--- config.mk ---
export PLATFORM = sky130hd
export DESIGN_NAME = tamper_detect
export DESIGN_NICKNAME = d
export VERILOG_FILES = /design/src/logic/tamper_pkg.sv /design/src/logic/tamper_channel.sv /design/src/logic/tamper_detect.sv /design/src/logic/user_ram.sv
export SDC_FILE = /design/constraint.sdc
export NUM_CORES = 1
export LEC_CHECK = 0
export BUFFER_PORTS_ARGS = -buffer_cell sky130_fd_sc_hd__clkbuf_2
export CAP_MARGIN = 20
export CORE_UTILIZATION = 49
export DETAILED_ROUTE_END_ITERATION = 12
export PLACE_DENSITY_LB_ADDON = 0.15
export SYNTH_ARGS = -nofsm -noshare
export SYNTH_HDL_FRONTEND = slang
export SYNTH_SLANG_ARGS = --single-unit
--- constraint.sdc ---
create_clock -name clk -period 3.6 [get_ports clk]
set_input_delay 0 -clock clk [delete_from_list [all_inputs] [get_ports clk]]
set_output_delay 0 -clock clk [all_outputs]
set_load 0.05 [all_outputs]
--- src/logic/tamper_pkg.sv ---
// Package with register map, field layout and timing constants of the tamper logic.
package tamper_pkg;

  // ==========================================================================
  // Register offsets
  // ==========================================================================
  localparam logic [7:0] EVENT_FLAGS_ADDR = 8'h0F;
  localparam logic [7:0] TAMPER_ONE_CONFIG_ADDR = 8'h14;
  localparam logic [7:0] TAMPER_TWO_CONFIG_ADDR = 8'h15;

  // ==========================================================================
  // Field positions
  // ==========================================================================
  localparam int FLAG_ONE_BIT = 0;
  localparam int FLAG_TWO_BIT = 1;
  localparam int CFG_ENABLE_BIT = 7;
  localparam int CFG_IRQ_ENABLE_BIT = 6;
  localparam int CFG_SWITCH_TYPE_BIT = 5;
  localparam int CFG_TRIGGER_LEVEL_BIT = 4;
  localparam int CFG_SAMPLE_SELECT_BIT = 3;
  localparam int CFG_PULL_STRENGTH_BIT = 2;
  localparam int CFG_INTERNAL_CLEAR_BIT = 1;
  localparam int CFG_EXTERNAL_CLEAR_BIT = 0;

  // ==========================================================================
  // Reset values and fixed answers
  // ==========================================================================
  localparam logic [7:0] CONFIG_RESET = 8'h00;
  localparam logic [7:0] RAM_INVALID_DATA = 8'hFF;
  localparam logic [7:0] UNMAPPED_DATA = 8'h00;

  // ==========================================================================
  // Timing
  // ==========================================================================
  localparam int OSC_FREQ_HZ = 32768;
  localparam int SAMPLE_RATE_HZ = 1;
  localparam int OSC_TICKS_PER_SAMPLE = OSC_FREQ_HZ / SAMPLE_RATE_HZ;
  localparam int USER_RAM_BYTES = 128;

  // Configuration of one channel, bit 7 down to bit 0 of its register.
  typedef struct packed {
    logic enable;
    logic irq_enable;
    logic switch_type;
    logic trigger_level;
    logic sample_select;
    logic pull_strength;
    logic internal_clear;
    logic external_clear;
  } chan_cfg_s;

  // Pull control towards the pad cell of one channel.
  typedef struct packed {
    logic pull_on;
    logic pull_strong;
  } pull_ctl_s;

  typedef enum logic [1:0] {
    WIPE_IDLE = 2'b01,
    WIPE_RUN = 2'b10
  } wipe_state_e;

endpackage : tamper_pkg

--- src/logic/tamper_channel.sv ---
// One tamper input channel: synchroniser, sampling gate and trigger decode.
`timescale 1ns/1ps
module tamper_channel
  import tamper_pkg::*;
(
  input wire logic clk,
  input wire logic rst,
  input wire logic pin_in,
  input wire chan_cfg_s cfg,
  input wire logic sample_strobe,
  input wire logic block_supply,
  output logic detect,
  output pull_ctl_s pull
);

  logic meta_ff;
  logic sync_ff;
  logic sampling;
  logic look;

  // ==========================================================================
  // Input synchroniser
  // ==========================================================================
  always_ff @(posedge clk) begin
    if (rst) begin
      meta_ff <= 1'b0;
      sync_ff <= 1'b0;
    end else begin
      meta_ff <= pin_in;
      sync_ff <= meta_ff;
    end
  end

  // ==========================================================================
  // Trigger decode
  // ==========================================================================
  // Sampling only exists for a normally closed switch; normally open is always watched.
  assign sampling = cfg.sample_select & ~cfg.switch_type;
  assign look = sampling ? sample_strobe : 1'b1;

  // Both switch types end with the pin at the chosen level on tamper.
  always_ff @(posedge clk) begin
    if (rst) begin
      detect <= 1'b0;
    end else begin
      detect <= cfg.enable & look & (sync_ff == cfg.trigger_level)
        & ~(block_supply & cfg.trigger_level);
    end
  end

  // The pull only matters while a normally closed loop is being checked.
  always_ff @(posedge clk) begin
    if (rst) begin
      pull <= '0;
    end else begin
      pull.pull_on <= cfg.enable & ~cfg.switch_type & look;
      pull.pull_strong <= cfg.pull_strength & ~cfg.switch_type;
    end
  end

endmodule : tamper_channel

--- src/logic/tamper_detect.sv ---
// Top of the two-channel tamper detection logic with flags, interrupt and RAM clear.
//
// Overview of operation
// Two channels, each with own flag.
// Per-channel config registers at 14h, 15h.
// Enable activates detection; flag clears only disabled.
// Software disables channel before reconfiguring it.
// Flag read-only, set on event, cleared by disable.
// Interrupt enable drives active-low interrupt on event.
// On battery, interrupt also needs alarm-in-backup.
// Software reads flags before clearing enable.
// Switch type bit: one open, zero closed.
// Trigger level bit: one supply, zero ground.
// Type and level pair give four options.
// External clear interval blocks channel two supply.
// Closed switch: sample at 1Hz or continuous.
// Open switch ignores sample select, continuous.
// Sampling only while oscillator runs.
// Flag sets at once when enabled.
// Interrupt released by read, disable, reset out.
// Internal clear zeroes RAM; invalid until disabled.
// Pull strength bit ignored for open switch.
// Synchronise inputs; 1Hz from oscillator divider.
// Configuration bits zero after power-on reset.
`timescale 1ns/1ps
module tamper_detect
  import tamper_pkg::*;
#(
  parameter int TICKS_PER_SAMPLE = OSC_TICKS_PER_SAMPLE,
  parameter int RAM_DEPTH = USER_RAM_BYTES
) (
  input wire logic clk,
  input wire logic rst,
  input wire logic intrusion_input_one,
  input wire logic intrusion_input_two,
  input wire logic osc_tick,
  input wire logic osc_running,
  input wire logic on_battery,
  input wire logic alarm_in_backup_enable,
  input wire logic reset_out_active,
  input wire logic clear_interval_active,
  input wire logic [7:0] reg_addr,
  input wire logic reg_wr,
  input wire logic reg_rd,
  input wire logic [7:0] reg_wdata,
  output logic [7:0] reg_rdata,
  input wire logic [6:0] ram_addr,
  input wire logic ram_wr,
  input wire logic [7:0] ram_wdata,
  output logic [7:0] ram_rdata,
  output logic irq_n,
  output logic external_clear_out,
  output logic ram_invalid,
  output pull_ctl_s pull_one,
  output pull_ctl_s pull_two
);

  localparam int NCH = 2;
  localparam int DIV_W = $clog2(TICKS_PER_SAMPLE);
  localparam int RAM_AW = $clog2(RAM_DEPTH);
  localparam logic [DIV_W-1:0] DIV_LAST = DIV_W'(TICKS_PER_SAMPLE - 1);
  localparam logic [RAM_AW-1:0] RAM_LAST = RAM_AW'(RAM_DEPTH - 1);

  chan_cfg_s cfg_ff [NCH];
  logic [NCH-1:0] flag_ff;
  logic [NCH-1:0] detect;
  logic [NCH-1:0] new_event;
  logic [NCH-1:0] wr_cfg;
  logic [NCH-1:0] irq_drop;
  logic [NCH-1:0] pins;
  pull_ctl_s pull [NCH];
  logic [DIV_W-1:0] div_ff;
  logic sample_strobe_ff;
  logic irq_set;
  logic irq_clr;
  logic [NCH-1:0] invalid_ff;
  logic [NCH-1:0] wipe_req;
  wipe_state_e wipe_state_ff;
  wipe_state_e nxt_wipe_state;
  logic [RAM_AW-1:0] wipe_addr_ff;
  logic mem_wr;
  logic [RAM_AW-1:0] mem_addr;
  logic [7:0] mem_wdata;
  logic [7:0] mem_rdata;
  logic ram_rd_invalid_ff;
  logic block_supply;

  assign pins = {intrusion_input_two, intrusion_input_one};

  // ==========================================================================
  // One hertz sampling strobe
  // ==========================================================================
  // The divider halts with the oscillator, so no strobe and no sample is made then.
  always_ff @(posedge clk) begin
    if (rst) begin
      div_ff <= '0;
      sample_strobe_ff <= 1'b0;
    end else begin
      sample_strobe_ff <= 1'b0;
      if (osc_running && osc_tick) begin
        if (div_ff == DIV_LAST) begin
          div_ff <= '0;
          sample_strobe_ff <= 1'b1;
        end else begin
          div_ff <= div_ff + 1'b1;
        end
      end
    end
  end

  // ==========================================================================
  // Channels and configuration registers
  // ==========================================================================
  // While an external clear runs, channel two must not see a second tamper to supply.
  assign block_supply = clear_interval_active
    & (cfg_ff[0].external_clear | cfg_ff[1].external_clear);

  generate
    for (genvar ch = 0; ch < NCH; ch++) begin : g_ch
      assign wr_cfg[ch] = reg_wr && (reg_addr == (ch == 0 ? TAMPER_ONE_CONFIG_ADDR : TAMPER_TWO_CONFIG_ADDR));
      assign irq_drop[ch] = wr_cfg[ch] && cfg_ff[ch].irq_enable && !reg_wdata[CFG_IRQ_ENABLE_BIT];
      assign new_event[ch] = detect[ch] & ~flag_ff[ch];

      always_ff @(posedge clk) begin
        if (rst) begin
          cfg_ff[ch] <= chan_cfg_s'(CONFIG_RESET);
        end else if (wr_cfg[ch]) begin
          cfg_ff[ch] <= chan_cfg_s'(reg_wdata);
        end
      end

      tamper_channel u_chan (
        .clk(clk),
        .rst(rst),
        .pin_in(pins[ch]),
        .cfg(cfg_ff[ch]),
        .sample_strobe(sample_strobe_ff),
        .block_supply(ch == 1 ? block_supply : 1'b0),
        .detect(detect[ch]),
        .pull(pull[ch])
      );

      // A detection always wins; the flag only falls while the channel is disabled.
      always_ff @(posedge clk) begin
        if (rst) begin
          flag_ff[ch] <= 1'b0;
        end else if (detect[ch]) begin
          flag_ff[ch] <= 1'b1;
        end else if (!cfg_ff[ch].enable) begin
          flag_ff[ch] <= 1'b0;
        end
      end

      // Each channel keeps the memory deselected from its wipe until it is disabled.
      assign wipe_req[ch] = new_event[ch] & cfg_ff[ch].internal_clear;
      always_ff @(posedge clk) begin
        if (rst) begin
          invalid_ff[ch] <= 1'b0;
        end else if (wipe_req[ch]) begin
          invalid_ff[ch] <= 1'b1;
        end else if (!cfg_ff[ch].enable) begin
          invalid_ff[ch] <= 1'b0;
        end
      end
    end
  endgenerate

  // ==========================================================================
  // Interrupt output
  // ==========================================================================
  // In backup the interrupt needs the alarm-in-backup bit as well.
  assign irq_set = ((new_event[0] & cfg_ff[0].irq_enable) | (new_event[1] & cfg_ff[1].irq_enable))
    & (~on_battery | alarm_in_backup_enable);
  assign irq_clr = (reg_rd && reg_addr == EVENT_FLAGS_ADDR) || (|irq_drop) || reset_out_active;

  // A new event in the clearing cycle keeps the line asserted.
  always_ff @(posedge clk) begin
    if (rst) begin
      irq_n <= 1'b1;
    end else if (irq_set) begin
      irq_n <= 1'b0;
    end else if (irq_clr) begin
      irq_n <= 1'b1;
    end
  end

  // ==========================================================================
  // External clear request
  // ==========================================================================
  always_ff @(posedge clk) begin
    if (rst) begin
      external_clear_out <= 1'b0;
    end else begin
      external_clear_out <= (flag_ff[0] & cfg_ff[0].enable & cfg_ff[0].external_clear)
        | (flag_ff[1] & cfg_ff[1].enable & cfg_ff[1].external_clear);
    end
  end

  // ==========================================================================
  // User memory wipe
  // ==========================================================================
  always_comb begin
    nxt_wipe_state = wipe_state_ff;
    case (wipe_state_ff)
      WIPE_IDLE: begin
        if (|wipe_req) begin
          nxt_wipe_state = WIPE_RUN;
        end
      end
      WIPE_RUN: begin
        if (wipe_addr_ff == RAM_LAST) begin
          nxt_wipe_state = WIPE_IDLE;
        end
      end
      default: begin
        nxt_wipe_state = WIPE_IDLE;
      end
    endcase
  end

  always_ff @(posedge clk) begin
    if (rst) begin
      wipe_state_ff <= WIPE_IDLE;
    end else begin
      wipe_state_ff <= nxt_wipe_state;
    end
  end

  always_ff @(posedge clk) begin
    if (rst) begin
      wipe_addr_ff <= '0;
    end else if (wipe_state_ff == WIPE_RUN) begin
      wipe_addr_ff <= wipe_addr_ff + 1'b1;
    end else begin
      wipe_addr_ff <= '0;
    end
  end

  // The wipe owns the memory port; user writes during it are dropped.
  assign mem_wr = (wipe_state_ff == WIPE_RUN) | (ram_wr & ~(|invalid_ff));
  assign mem_addr = (wipe_state_ff == WIPE_RUN) ? wipe_addr_ff : ram_addr[RAM_AW-1:0];
  assign mem_wdata = (wipe_state_ff == WIPE_RUN) ? 8'h00 : ram_wdata;

  user_ram #(
    .DEPTH(RAM_DEPTH),
    .AW(RAM_AW)
  ) u_ram (
    .clk(clk),
    .wr(mem_wr),
    .addr(mem_addr),
    .wdata(mem_wdata),
    .rdata(mem_rdata)
  );

  always_ff @(posedge clk) begin
    if (rst) begin
      ram_rd_invalid_ff <= 1'b0;
      ram_invalid <= 1'b0;
    end else begin
      ram_rd_invalid_ff <= |invalid_ff;
      ram_invalid <= |invalid_ff;
    end
  end

  // Read data stays one register deep; the invalid marker is aligned to it.
  assign ram_rdata = ram_rd_invalid_ff ? RAM_INVALID_DATA : mem_rdata;

  // ==========================================================================
  // Register read port
  // ==========================================================================
  always_ff @(posedge clk) begin
    if (rst) begin
      reg_rdata <= 8'h00;
    end else if (reg_rd) begin
      case (reg_addr)
        EVENT_FLAGS_ADDR: begin
          reg_rdata <= 8'h00;
          reg_rdata[FLAG_ONE_BIT] <= flag_ff[0];
          reg_rdata[FLAG_TWO_BIT] <= flag_ff[1];
        end
        TAMPER_ONE_CONFIG_ADDR: reg_rdata <= cfg_ff[0];
        TAMPER_TWO_CONFIG_ADDR: reg_rdata <= cfg_ff[1];
        default: reg_rdata <= UNMAPPED_DATA;
      endcase
    end
  end

  // ==========================================================================
  // Pull control
  // ==========================================================================
  always_ff @(posedge clk) begin
    if (rst) begin
      pull_one <= '0;
      pull_two <= '0;
    end else begin
      pull_one <= pull[0];
      pull_two <= pull[1];
    end
  end

endmodule : tamper_detect

--- src/logic/user_ram.sv ---
// Small single-port user memory with registered read data.
`timescale 1ns/1ps
module user_ram #(
  parameter int DEPTH = 128,
  parameter int AW = 7
) (
  input wire logic clk,
  input wire logic wr,
  input wire logic [AW-1:0] addr,
  input wire logic [7:0] wdata,
  output logic [7:0] rdata
);

  logic [7:0] mem [DEPTH];

  always_ff @(posedge clk) begin
    if (wr) begin
      mem[addr] <= wdata;
    end
    rdata <= mem[addr];
  end

endmodule : user_ram

==> impl_metrics.csv <==
group,metric,value,unit
status,outcome,"completed",
sta,clock_skew,0.0388,ns
placed_design,port_buffers,66,
run,max-cap-violations,0,
logic_synthesis,ys_top_cells_by_area,"edfxtp_1, a22oi_1, dfxtp_1",
logic_synthesis,synth_seq_cells,1102,
global_routing,grt_pass1_vias,25200,
finish,nFillCells,6391,
drt,first_pass_iters,8,
sta,finalHoldViolCount,0,
setup_path,worstPathArrival,4.03,ns
power_and_ir_drop,power_density,553,nW/um^2
logic_synthesis,postSynthCellCount,2549,
floorplan,start_util,49.6,%
finish,drive_above_1_share,17.4,%
sta,fin_setup_tns,0,ns
sta,grt_setup_unrepaired,"no",
floorplan,dieArea,85800,um^2
global_routing,grt_pass1_wl,176,mm
clocking,clkSlewWorstSetupHoldPaths,0.07,ns
global_routing,antenna_found_initial,6,
finish,area_growth,17.4,%
drt,vias,25800,
sta,whs,0.0332,ns
logic_synthesis,synthTopCellsByCount,"edfxtp_1, a22oi_1, nor2_1",
drt,drc_errors,0,
sta,slew_violations,0,
setup_path,cp.required,4.12,ns
sta,tightest_slew,1.17,ns
setup_path,critPathBufInv,1,
floorplan,die_y,293,um
clocking,htreeDepth,3,
logic_synthesis,synth.most_common_cell,"edfxtp_1",
sta,timing.fmax,285,MHz
placed_design,placed_area,44700,um^2
logic_synthesis,yosysTopAreaCell,"edfxtp_1",
floorplan,dieWidth,293,um
sta,fin_ws,0.0922,ns
placed_design,dp_slack,0.0452,ns
finish,fin_nets,2899,
setup_path,slowest_stage,"a222oi_1",
global_routing,grt_usage,28.3,%
clocking,cts-root-buf,"clkbuf_16",
clocking,cts_tree,"yes",
global_routing,grt.overflow.total,0,
setup_path,end_kind,"flip-flop",
min_path,hold_path_class,"primary input to flip-flop",
drt,ant_nets,0,
sta,fin_crit,3.51,ns
placed_design,gp_congestion,0.898,
finish,final_util,58.2,%
logic_synthesis,synth_edf_count,1040,
placed_design,post-dp-hpwl,76.1,mm
logic_synthesis,synth.distinct_cells,69,
power_and_ir_drop,p_total,26.9,mW
clocking,insertion_delay,0.68,ns
logic_synthesis,syn_area,41500,um^2
global_routing,grt_max_degree,129,
floorplan,ios,67,
clocking,cts_made_buffers,108,
setup_path,crit_path_start_kind,"flip-flop",
logic_synthesis,seq_area_frac_synth,78.3,%
logic_synthesis,yosysTopAreaCellShare,75.3,%
sta,period_share,97.4,%
clocking,cts_sinks,1102,
finish,final_cells,4080,
logic_synthesis,synth_flop_cell,"edfxtp_1",
drt,wl_per_cell,29.7,um
drt,post_drt_via_cell_ratio,6.32,
floorplan,core,83700,um^2
placed_design,dp.cells,3838,
drt,drtIter0Drc,3244,
power_and_ir_drop,ir_drop,0.000395,V
setup_path,path_cells,"and2b_4 > nor3_1 > or2_4 > buf_4 > a22oi_1 > nand4_1 > a222oi_1 > a22o_1 > a211oi_1",
floorplan,fp-row-count,106,
logic_synthesis,async_reset_ff_share,0,%
logic_synthesis,syn_area_per_cell,16.3,um^2
logic_synthesis,yosys_warnings,0,
clocking,cts_setup_buffers,0,
sta,setup_viol,0,
sta,max-slew-margin-rel,21.7,%
setup_path,worst_path_largest_cell_delay,0.75,ns
setup_path,crit_type,"flip-flop to flip-flop",
clocking,cts_max_path_buffers,3,
power_and_ir_drop,leakage,15.7,nW
finish,fin_area,48700,um^2
setup_path,cp_max_fo,25,
logic_synthesis,syn_nets,2595,
setup_path,crit_family,"compound AO/OA/AOI/OAI gates",
drt,wirelength,121,mm
## final timing paths
kind,from,end,slack (ns),depth (start not counted)
hold reg to reg,g_ch[0].u_chan.meta_ff$_SDFF_PP0_,g_ch[0].u_chan.sync_ff$_SDFF_PP0_,0.44,1
setup reg to reg,wipe_state_ff[0]$_SDFFE_PP1P_,u_ram.rdata[5]$_DFF_P_,0.09,9
setup / recovery,wipe_state_ff[0]$_SDFFE_PP1P_,u_ram.rdata[5]$_DFF_P_,0.09,9
hold / removal,ram_wdata[2],u_ram.mem[78][2]$_DFFE_PP_,0.03,2
## cell families after synthesis
family | Yosys count | synth area share (%)
xor+xnor | 18 | 0.380
simple gates | 536 | 6.23
fa+ha+maj | 2 | 0.0603
compound gates | 682 | 12.0
mux | 45 | 1.11
flops | 1102 | 78.3
buf+inv | 164 | 1.91
## state kept, by name, summed over array words and instances (netlist names)
signal	count
g_ch.u_chan.meta_ff	2
irq_n	1
g_ch.u_chan.sync_ff	2
wipe_addr_ff	7
div_ff	15
external_clear_out	1
invalid_ff	2
flag_ff	2
cfg_ff	16
g_ch.u_chan.pull	4
u_ram.mem	1024
g_ch.u_chan.detect	2
wipe_state_ff	2
ram_rd_invalid_ff	1
u_ram.rdata	8
pull_two	2
reg_rdata	8
sample_strobe_ff	1
pull_one	2
## worst reg2reg max path, stage by stage, from the launching register on
cell and delay, ns:
dfxtp_1 0.34, and2b_4 0.51, nor3_1 0.13, or2_4 0.45, buf_4 0.30, a22oi_1 0.33
nand4_1 0.24, a222oi_1 0.75, a22o_1 0.27, a211oi_1 0.05
## power by group
group	total, mW	switching [mW]	leakage, nW	internal [mW]
registers	14.1	0.0374	9.86	14.1
clock network	11.4	4.74	1.76	6.67
logic	1.39	0.987	4.06	0.406
total	26.9	5.77	15.7	21.1
## area by class of cell
cell class	count	area [um^2]	share of cell area (%)
inverter	15	58.8	0.121
clock buffer	137	2970	6.09
sequential	1102	32500	66.7
clock inverter	64	633	1.30
antenna	2	5.00	0.0103
timing repair buffer	343	2780	5.72
tap	1134	1420	2.91
multi-input combinational	1283	8340	17.1
## routing by layer
metal / vias to the layer above / track usage (%) / wire length, um
met2: 1489 / 44.2 / 56600
met5: - / 0 / 14
met4: 2 / 9.56 / 3870
met3: 232 / 4.39 / 11500
met1: 13100 / 40.9 / 49400
li1: 11000 / - / -
## timing repair
item | CTS | global route
hold buffers | 39 | 0
endpoints found under the setup margin | 0 | 2
hold endpoints to repair | 259 | 0
gates resized for setup | 0 | 1
## placed cells by master, fill, tap and decap left out, types with 31 or more instances in the layout
cell,instances
a221oi_1,45
a22o_1,51
a22oi_1,276
a31oi_1,44
buf_4,216
clkbuf_16,112
clkbuf_2,66
dfxtp_1,62
dlygate4sd3_1,39
edfxtp_1,1040
mux2i_1,38
nand2_1,121
nand3_1,31
nand4_1,64
nor2_1,188
o21ai_0,122
No activity file was read; power rests on OpenSTA's default activity.
